[src/rtl/sbra_consts.svh]
// Named constants for the shared bus request arbiter.
`ifndef SBRA_CONSTS_SVH
`define SBRA_CONSTS_SVH
`define SBRA_NODES        6
`define SBRA_ID_W         3
`define SBRA_NO_NODE      3'h0
`define SBRA_ONE_ID       3'h1
`define SBRA_LAST_ID      3'h6
`define SBRA_ALL_IDLE_N   6'h3F
`define SBRA_SEL_W        3
`define SBRA_ADDR_W       32
`define SBRA_DATA_W       48
`define SBRA_MP_SPACE     32'h0008_0000
`define SBRA_MP_LIMIT     32'h003F_FFFF
`define SBRA_REGION_SHIFT 19
`endif

[src/rtl/sbra_pkg.sv]
// Types shared by the shared bus request arbiter files.
package sbra_pkg;
  typedef enum logic [1:0] {
    SBRA_IDLE_type_s = 2'b00,
    SBRA_SLAVE_s     = 2'b01,
    SBRA_TRANS_s     = 2'b10,
    SBRA_MASTER_s    = 2'b11
  } sbra_state_type;
endpackage : sbra_pkg

[src/rtl/sbra_pick.sv]
// Priority picker: chooses the winning requester under fixed or rotating priority.
`timescale 1ns/100ps
`include "sbra_consts.svh"
module sbra_pick
  import sbra_pkg::*;
(
  input  wire logic [`SBRA_NODES-1:0] req,
  input  wire logic                   rotate,
  input  wire logic [`SBRA_ID_W-1:0]  last_won,
  output logic      [`SBRA_ID_W-1:0]  winner
);
  ////////////////////////////////////////////////////////////////////////////
  // Fixed: lowest ID wins. Rotating: search starts just after the last winner.
  always_comb begin
    logic [`SBRA_ID_W-1:0] start;
    logic [`SBRA_ID_W-1:0] cand;
    logic [`SBRA_ID_W:0]   sum;
    start  = `SBRA_ONE_ID;
    cand   = `SBRA_NO_NODE;
    sum    = '0;
    winner = `SBRA_NO_NODE;
    if (rotate && last_won != `SBRA_NO_NODE) begin
      start = (last_won == `SBRA_LAST_ID) ? `SBRA_ONE_ID : `SBRA_ID_W'(last_won + `SBRA_ONE_ID);
    end
    for (int i = `SBRA_NODES - 1; i >= 0; i--) begin
      // One spare bit keeps start plus offset from wrapping before the modulo step.
      sum = {1'b0, start} + {1'b0, `SBRA_ID_W'(i)};
      if (sum > {1'b0, `SBRA_LAST_ID}) begin
        sum = sum - {1'b0, `SBRA_LAST_ID};
      end
      cand = sum[`SBRA_ID_W-1:0];
      if (req[cand - `SBRA_ONE_ID]) begin
        winner = cand;
      end
    end
  end
endmodule : sbra_pick

[src/rtl/sbra_node.sv]
// One node's distributed bus arbiter with multiprocessor-space access decode.
`timescale 1ns/100ps
`include "sbra_consts.svh"
module sbra_node
  import sbra_pkg::*;
(
  input  wire logic                     CORE_CLK,
  input  wire logic                     SYS_RST,
  input  wire logic [`SBRA_ID_W-1:0]    NODE_ID,
  input  wire logic                     PRIORITY_SCHEME_SELECT,
  input  wire logic                     CORE_PRIORITY_ACCESS,
  input  wire logic [`SBRA_NODES-1:0]   BUS_REQUEST_LINE_N_IN,
  output logic      [`SBRA_NODES-1:0]   BUS_REQUEST_LINE_N_OUT,
  output logic      [`SBRA_NODES-1:0]   BUS_REQUEST_LINE_N_OE,
  input  wire logic                     CORE_REQ,
  input  wire logic                     CORE_WRITE,
  input  wire logic [`SBRA_ADDR_W-1:0]  CORE_ADDR,
  input  wire logic                     DMA_REQ,
  input  wire logic                     DMA_WRITE,
  input  wire logic [`SBRA_ADDR_W-1:0]  DMA_ADDR,
  output logic                          CORE_GRANT,
  output logic                          DMA_GRANT,
  output logic                          BUS_MASTER,
  output logic [`SBRA_ID_W-1:0]         CURRENT_MASTER,
  output logic                          EXT_CYCLE,
  output logic                          EXT_WRITE,
  output logic [`SBRA_ADDR_W-1:0]       EXT_ADDR,
  output logic [`SBRA_ID_W-1:0]         EXT_TARGET_ID
);
  ////////////////////////////////////////////////////////////////////////////
  // Pin synchroniser and ID strap capture.
  logic [`SBRA_NODES-1:0] req_meta_n;
  logic [`SBRA_NODES-1:0] req_sync_n;
  logic [`SBRA_ID_W-1:0]  my_id;
  logic                   rotate;
  logic                   core_first;

  // Peers drive these pins on their own timing, so every line counts as asynchronous.
  // Two flops on every request pin before any logic reads it. The price is two cycles
  // before a peer's request is seen here, the same for every node on the bus.
  // The idle level of the lines is high, so reset fills both stages with ones and no
  // false request appears just after reset.
  always_ff @(posedge CORE_CLK) begin
    if (SYS_RST) begin
      req_meta_n <= `SBRA_ALL_IDLE_N;
      req_sync_n <= `SBRA_ALL_IDLE_N;
    end else begin
      req_meta_n <= BUS_REQUEST_LINE_N_IN;
      req_sync_n <= req_meta_n;
    end
  end

  // Static strap levels are captured while reset is held.
  // Sampling them only in reset keeps a change on those pins during a run from
  // reshuffling identity or priority while the bus is in use.
  // Outside reset the captured values simply hold.
  always_ff @(posedge CORE_CLK) begin
    if (SYS_RST) begin
      my_id      <= NODE_ID;
      rotate     <= PRIORITY_SCHEME_SELECT;
      core_first <= CORE_PRIORITY_ACCESS;
    end
  end

  ////////////////////////////////////////////////////////////////////////////
  // Arbitration state.
  logic [`SBRA_NODES-1:0] req;
  logic [`SBRA_ID_W-1:0]  winner;
  logic [`SBRA_ID_W-1:0]  master;
  logic [`SBRA_ID_W-1:0]  next_master;
  logic [`SBRA_ID_W-1:0]  last_won;
  logic [`SBRA_ID_W-1:0]  next_last_won;
  sbra_state_type         state;
  sbra_state_type         next_state;
  logic                   want;
  logic                   own_n;
  logic                   next_own_n;

  // Active-high view of the synchronised lines; own line seen directly.
  // The own line comes from the flop that drives it rather than from the synchroniser,
  // so this node sees its own request before its peers see it.
  // An ID of zero names no node, and the line index is always the ID minus one.
  always_comb begin
    req = ~req_sync_n;
    if (my_id != `SBRA_NO_NODE) begin
      req[my_id - `SBRA_ONE_ID]    = ~own_n;
    end
  end

  sbra_pick u_pick (
    .req      (req),
    .rotate   (rotate),
    .last_won (last_won),
    .winner   (winner)
  );

  // Next master: held while its request stays, passed on via one transition cycle.
  always_comb begin
    next_master   = master;
    next_last_won = last_won;
    next_state    = state;
    unique case (state)
      SBRA_IDLE_type_s: begin
        // An idle bus goes straight to the highest-priority requester, with no gap.
        if (winner != `SBRA_NO_NODE) begin
          next_master   = winner;
          next_last_won = winner;
          next_state    = (winner == my_id) ? SBRA_MASTER_s : SBRA_SLAVE_s;
        end
      end
      SBRA_SLAVE_s, SBRA_MASTER_s: begin
        // The master's line going high ends its tenure; with no other requester the bus
        // simply falls idle and the old master loses no cycle.
        if (!req[master - `SBRA_ONE_ID]) begin
          next_master = `SBRA_NO_NODE;
          next_state  = (winner != `SBRA_NO_NODE) ? SBRA_TRANS_s : SBRA_IDLE_type_s;
        end
      end
      SBRA_TRANS_s: begin
        // One overhead cycle, then the highest-priority requester takes over.
        if (winner != `SBRA_NO_NODE) begin
          next_master   = winner;
          next_last_won = winner;
          next_state    = (winner == my_id) ? SBRA_MASTER_s : SBRA_SLAVE_s;
        end else begin
          next_state = SBRA_IDLE_type_s;
        end
      end
    endcase
  end

  ////////////////////////////////////////////////////////////////////////////
  // Requester side: core and DMA share this node's one request line.
  logic sel_core;
  logic next_core_grant;
  logic next_dma_grant;
  logic next_ext_cycle;
  logic next_ext_write;
  logic [`SBRA_ADDR_W-1:0] next_ext_addr;
  logic [`SBRA_ID_W-1:0]   next_ext_target;
  logic [`SBRA_NODES-1:0]  next_oe;
  logic                    mastering;

  // Request, select and drive the granted access onto the bus.
  // Core and DMA share one request line, which stays low while either wants the bus.
  always_comb begin
    want      = CORE_REQ | DMA_REQ;
    next_own_n = ~want;
    // Grants follow the mastership that the next cycle will register, so a grant never
    // lands in a cycle in which this node has already handed the bus back.
    mastering = (next_state == SBRA_MASTER_s) && (next_master == my_id);
    sel_core  = CORE_REQ && (core_first || !DMA_REQ);
    next_core_grant = mastering && sel_core;
    next_dma_grant  = mastering && !sel_core && DMA_REQ;
    next_ext_cycle  = next_core_grant | next_dma_grant;
    next_ext_write  = sel_core ? CORE_WRITE : DMA_WRITE;
    next_ext_addr   = sel_core ? CORE_ADDR : DMA_ADDR;
    next_ext_target = `SBRA_NO_NODE;
    // Multiprocessor space: address bits above the region size name the target node.
    // Addresses outside the window leave the target at zero, which names no node.
    if (next_ext_cycle && next_ext_addr >= `SBRA_MP_SPACE && next_ext_addr <= `SBRA_MP_LIMIT) begin
      next_ext_target = `SBRA_ID_W'(next_ext_addr >> `SBRA_REGION_SHIFT);
    end
    next_oe = '0;
    if (my_id != `SBRA_NO_NODE) begin
      next_oe[my_id - `SBRA_ONE_ID] = want;
    end
  end

  // Register every output except the request-line data, and all arbitration state.
  // Every output of the node comes straight from a flop, here or below, so its timing
  // depends on the clock alone and never on a combinational path.
  always_ff @(posedge CORE_CLK) begin
    if (SYS_RST) begin
      state                  <= SBRA_IDLE_type_s;
      master                 <= `SBRA_NO_NODE;
      last_won               <= `SBRA_NO_NODE;
      own_n                  <= 1'b1;
      BUS_REQUEST_LINE_N_OE  <= '0;
      CORE_GRANT             <= 1'b0;
      DMA_GRANT              <= 1'b0;
      EXT_CYCLE              <= 1'b0;
      EXT_WRITE              <= 1'b0;
      EXT_ADDR               <= '0;
      EXT_TARGET_ID          <= `SBRA_NO_NODE;
      BUS_MASTER             <= 1'b0;
      CURRENT_MASTER         <= `SBRA_NO_NODE;
    end else begin
      state                  <= next_state;
      master                 <= next_master;
      last_won               <= next_last_won;
      own_n                  <= next_own_n;
      BUS_REQUEST_LINE_N_OE  <= next_oe;
      CORE_GRANT             <= next_core_grant;
      DMA_GRANT              <= next_dma_grant;
      EXT_CYCLE              <= next_ext_cycle;
      EXT_WRITE              <= next_ext_write;
      EXT_ADDR               <= next_ext_addr;
      EXT_TARGET_ID          <= next_ext_target;
      BUS_MASTER             <= (next_state == SBRA_MASTER_s);
      CURRENT_MASTER         <= next_master;
    end
  end

  // Request lines are only ever pulled low; the enable carries the request.
  // Holding the data at zero keeps the pin open-drain, so several nodes may pull a line
  // at once without contention.
  always_ff @(posedge CORE_CLK) begin
    BUS_REQUEST_LINE_N_OUT <= '0;
  end
endmodule : sbra_node

[config.mk]
export PLATFORM = sky130hd
export DESIGN_NAME = sbra_node
export DESIGN_NICKNAME = d
export VERILOG_FILES = /design/src/rtl/sbra_pkg.sv /design/src/rtl/sbra_pick.sv /design/src/rtl/sbra_node.sv
export VERILOG_INCLUDE_DIRS = /design/src /design/src/rtl
export SDC_FILE = /design/constraint.sdc
export NUM_CORES = 1
export LEC_CHECK = 0
export BUFFER_PORTS_ARGS = -buffer_cell sky130_fd_sc_hd__clkbuf_2
export CAP_MARGIN = 10
export CORE_AREA = 4 4 141 143
export CTS_BUF_LIST = sky130_fd_sc_hd__clkbuf_4 sky130_fd_sc_hd__clkbuf_8
export CTS_CLUSTER_DIAMETER = 30
export DETAILED_ROUTE_END_ITERATION = 7
export DIE_AREA = 0 0 145 147
export GPL_ROUTABILITY_DRIVEN = 1
export SLEW_MARGIN = 0
export SYNTH_ARGS = -nofsm -noshare
export SYNTH_HDL_FRONTEND = slang
export SYNTH_SLANG_ARGS = --single-unit
export TNS_END_PERCENT = 100
[constraint.sdc]
create_clock -name CORE_CLK -period 13.3 [get_ports CORE_CLK]
set_input_delay 1.33 -clock CORE_CLK [delete_from_list [all_inputs] [get_ports CORE_CLK]]
set_output_delay 1.33 -clock CORE_CLK [all_outputs]
set_load 0.01 [all_outputs]
==> results_tabular.tex <==
\begin{tabular}{lr}
\hline
Metric & Value \\
\hline
\multicolumn{2}{l}{\textbf{Floorplanning}} \\
Number of primary I/O pins & 136 \\
Starting density of the core & 0.2456 \\
Standard-cell row count & 50 \\
Die W & 145 um \\
Die footprint & 0.02132 sq mm \\
Core area & 0.01858 sq mm \\
Height of the die & 147 um \\
\multicolumn{2}{l}{\textbf{Power}} \\
Combinational cell fraction of total power & 0.519 \\
Total power per unit cell area & 166.8 mW/mm\^{}2 \\
Internal power summed over all cells & 0.5247 mW \\
Leakage power & 2.368 nW \\
Switching Power & 0.4007 mW \\
Sequential share of power & 0.290 \\
Worst IR drop on VDD & 0.07502 mV \\
Clock power frac & 0.191 \\
Switching share of total power & 0.4330 \\
\multicolumn{2}{l}{\textbf{STA}} \\
Post-route clock skew & 0.01672 ns \\
Final cycle utilization of the critical path & 0.4978 \\
Worst slew margin & 0.2891 \\
WHS & 0.4110 ns \\
Worst Slack Setup Final & 6.679 ns \\
Minimum period implied by the final worst setup slack & 6.621 ns \\
Fin Setup TNS & 0 ns \\
Number of pins exceeding their max-slew limit in the final report & 0 \\
Number of setup violations in the final report & 0 \\
Number of hold-slack violations in the final timing report & 0 \\
Measured slew at the worst slew-check pin & 1.066 ns \\
Fmax & 0.1510 GHz \\
Unrepaired setup endpoints after global routing & false \\
\multicolumn{2}{l}{\textbf{Critical path}} \\
Critical path startpoint & rotate \\
Data required time at the worst endpoint & 13.55 ns \\
Reg2reg start & rotate \\
Worst-path maximum fanout & 22 \\
Arr. time, crit path & 6.87 ns \\
Crit path capture type & flip-flop \\
CP Class & reg -> reg \\
Element type at the critical path start & flip-flop \\
\multicolumn{2}{l}{\textbf{Synthesis}} \\
EDFF count, synth & 5 \\
Netlist area before placement & 0.004563 sq mm \\
Share of synthesized area occupied by flip-flops and latches & 0.3268 \\
Mean instance size in the synthesized netlist & 8.020 sq um \\
Flip-flop and latch count after synthesis & 72 \\
Commonest register cell after synthesis & sky130\_fd\_sc\_hd\_\_dfxtp\_1 \\
Share of the synthesized area in the top cell type & 0.2939 \\
Async set-reset flop share out of synthesis & 0 \\
Top cell type by total area after synthesis & sky130\_fd\_sc\_hd\_\_dfxtp\_1 \\
Number of warnings reported in the yosys synthesis log & 0 \\
Synth cell types & 83 \\
Synthesized instance count & 569 \\
Leading cell types by total area after synthesis & sky130\_fd\_sc\_hd\_\_dfxtp\_1 (29\%), sky130\_fd\_sc\_hd\_\_nand2\_1 (7.5\%), sky130\_fd\_sc\_hd\_\_a21oi\_1 (5.9\%), sky130\_fd\_sc\_hd\_\_nor2\_1 (3.4\%), sky130\_fd\_sc\_hd\_\_edfxtp\_1 (3.3\%) \\
\multicolumn{2}{l}{\textbf{Final layout}} \\
Antenna diode instance count & 0 \\
Final design area excluding fillers & 0.005548 sq mm \\
Footprint of the multi-input gates & 0.002819 sq mm \\
Final-layout fill cell count & 1964 \\
Area added between synthesis and finish & 21.58\% \\
Footprint of the flip-flops and latches & 0.001491 sq mm \\
Layout cells sized above 1 & 0.2765 \\
Most common library cell in the layout ignoring fill and taps & sky130\_fd\_sc\_hd\_\_clkbuf\_2 \\
Nets & 768 \\
Top library cells by usage in the layout, fill and taps aside & sky130\_fd\_sc\_hd\_\_clkbuf\_2 (129), sky130\_fd\_sc\_hd\_\_nand2\_1 (91), sky130\_fd\_sc\_hd\_\_dfxtp\_1 (67), sky130\_fd\_sc\_hd\_\_a21oi\_1 (54), sky130\_fd\_sc\_hd\_\_nor2\_1 (41) \\
\multicolumn{2}{l}{\textbf{Min path}} \\
Type of the most critical hold path & reg -> reg \\
Hold path start & req\_meta\_n[2] \\
\multicolumn{2}{l}{\textbf{CTS}} \\
Number of sinks driven by the clock tree & 72 \\
Maximum level of the CTS H-tree & 3 \\
Maximum clock path buffer count & 2 \\
Post-CTS clock slew at the launch and capture registers of the worst setup and hold paths & 0.09 ns \\
CTS tree & yes \\
Resized cells post-CTS & 0 \\
Hold\_buf cts & 0 \\
Insertion delay to the later sink of the worst-skew pair & 0.34 ns \\
Clock Root Buffer & sky130\_fd\_sc\_hd\_\_clkbuf\_8 \\
Post-CTS setup-driven buffer insertion count & 0 \\
Clock buffer count from CTS & 9 \\
\multicolumn{2}{l}{\textbf{GRT}} \\
Initial antenna violation count & 0 \\
Wire length of the first global-routing pass & 22.50 mm \\
Pin count of the biggest net entering global routing & 63 \\
Global routing usage summed across all routing layers & 0.1261 \\
Via count of the first global-routing pass & 4470 \\
GRT Residual Overflow & 0 \\
\multicolumn{2}{l}{\textbf{Placed design}} \\
Global placement routability congestion & 0.8695 \\
DP Area & 0.005346 sq mm \\
HPWL after DPL & 10.66 mm \\
Dpl ws & 6.703 ns \\
I/O Buffers & 129 \\
\multicolumn{2}{l}{\textbf{Drt}} \\
First-pass DRT Iterations & 4 \\
Avg WL per Cell & 15.01 um \\
Per-cell via count in the routed design & 4.982 \\
Remaining antenna violation count after routing & 0 \\
Overall via count from detail\_route & 4554 \\
First DRT Iteration DRCs & 265 \\
DRT Wirelength & 13.72 mm \\
Drc violations & 0 \\
\multicolumn{2}{l}{\textbf{Outcome}} \\
Status & finished, final reports clean \\
\multicolumn{2}{l}{\textbf{Flow run}} \\
Max-capacitance violation count & 0 \\
\hline
\end{tabular}
## power by group through the flow
| stage | Clock [mW] | Combinational [mW] | Sequential [mW] |
|---|---|---|---|
| floorplan | 0 | 0.387 | 0.256 |
| global placement | 0 | 0.474 | 0.273 |
| detailed placement | 0 | 0.476 | 0.274 |
| CTS | 0.183 | 0.478 | 0.269 |
| global route | 0.191 | 0.532 | 0.273 |
| finish | 0.176 | 0.481 | 0.269 |
## worst paths after layout
| path | endpoint | slack, ns | depth (start not counted) |
|---|---|---|---|
| worst min register to register | req_sync_n[2] | 0.41 | 1 |
| worst min-delay path | req_sync_n[2] | 0.41 | 1 |
| worst max register to register | CORE_GRANT | 6.68 | 19 |
| worst max-delay path | CORE_GRANT | 6.68 | 19 |
## registers in the layout (all words and copies together), names as in the netlist
| register | count |
|---|---|
| EXT_ADDR | 32 |
| BUS_REQUEST_LINE_N_OE | 6 |
| req_meta_n | 6 |
| req_sync_n | 6 |
| EXT_TARGET_ID | 3 |
| last_won | 3 |
| master | 3 |
| my_id | 3 |
| state | 2 |
| BUS_MASTER | 1 |
| CORE_GRANT | 1 |
| DMA_GRANT | 1 |
| EXT_CYCLE | 1 |
| EXT_WRITE | 1 |
| core_first | 1 |
| own_n | 1 |
| rotate | 1 |
## cell usage after synthesis (6+ instances only)
cell,instances
sky130_fd_sc_hd__xnor2_1,8
sky130_fd_sc_hd__buf_4,7
sky130_fd_sc_hd__nand2_1,91
sky130_fd_sc_hd__nor2_1,41
sky130_fd_sc_hd__o211ai_1,6
sky130_fd_sc_hd__mux2i_1,13
sky130_fd_sc_hd__o21ai_0,20
sky130_fd_sc_hd__ha_1,12
sky130_fd_sc_hd__clkbuf_1,23
sky130_fd_sc_hd__nand3_1,11
sky130_fd_sc_hd__buf_2,10
sky130_fd_sc_hd__nor3_1,13
sky130_fd_sc_hd__inv_1,21
sky130_fd_sc_hd__dfxtp_1,67
sky130_fd_sc_hd__a31oi_1,7
sky130_fd_sc_hd__o21ai_1,7
sky130_fd_sc_hd__a21oi_1,54
sky130_fd_sc_hd__a211oi_1,8
sky130_fd_sc_hd__nor2b_1,10
sky130_fd_sc_hd__or2_2,12
## layer usage
| layer | track usage | wire length, um | up-vias |
|---|---|---|---|
| li1 | - | - | 2256 |
| met1 | 0.1519 | 5763 | 2081 |
| met2 | 0.2188 | 6664 | 195 |
| met3 | 0.03578 | 1062 | 22 |
| met4 | 0.03943 | 229 | 0 |
| met5 | 0 | 0 | - |
## through the flow
| step | util | total power, mW | cells |
|---|---|---|---|
| 4_1_cts | 0.2986 | 0.9303 | 914 |
| 3_3_place_gp | 0.2877 | 0.7468 | 898 |
| 3_5_place_dp | 0.2877 | 0.7500 | 898 |
| 2_1_floorplan | - | 0.6425 | 574 |
| 5_1_grt | 0.2986 | 0.9960 | 914 |
| 6_report | 0.2986 | 0.9254 | 914 |
## cell type report
class | count | area share
Clock inverter | 6 | 0.01263
Inverter | 22 | 0.01488
Timing Repair Buffer | 131 | 0.1191
Multi-Input combinational cell | 439 | 0.5081
Clock buffer | 10 | 0.02368
Sequential cell | 72 | 0.2688
Tap cell | 234 | 0.05277
## cell families (layout without fill, tap and decap cells)
kind of cell / count (synthesis) / after routing / share of synthesized area
multiplexers: 19 / 19 / 0.04579
buffers and inverters: 63 / 169 / 0.06032
flip-flops: 72 / 72 / 0.3268
AND/OR/NAND/NOR: 227 / 227 / 0.2566
AO/OA/AOI/OAI: 166 / 166 / 0.2594
adder cells (fa/ha/maj): 12 / 12 / 0.03290
XOR/XNOR: 9 / 9 / 0.01728
other: 1 / 6 / 0.0008218
## worst max-delay path, stage by stage (launching register included)
cell and delay (ns):
sky130_fd_sc_hd__edfxtp_1 0.72, sky130_fd_sc_hd__nand2_1 0.59, sky130_fd_sc_hd__inv_1 0.74, sky130_fd_sc_hd__ha_1 0.37, sky130_fd_sc_hd__nand3_1 0.12, sky130_fd_sc_hd__nand2_1 0.13
sky130_fd_sc_hd__nor2_1 0.05, sky130_fd_sc_hd__o41ai_1 0.41, sky130_fd_sc_hd__inv_1 0.09, sky130_fd_sc_hd__ha_1 0.26, sky130_fd_sc_hd__or4_1 0.54, sky130_fd_sc_hd__o2111ai_1 0.16
sky130_fd_sc_hd__mux2i_1 0.21, sky130_fd_sc_hd__a21oi_1 0.16, sky130_fd_sc_hd__a311o_1 0.39, sky130_fd_sc_hd__a21o_1 0.24, sky130_fd_sc_hd__or4_1 0.54, sky130_fd_sc_hd__and4_4 0.23
sky130_fd_sc_hd__nor4_4 0.31, sky130_fd_sc_hd__nor4b_2 0.24
(Power assumes the default switching activity.)
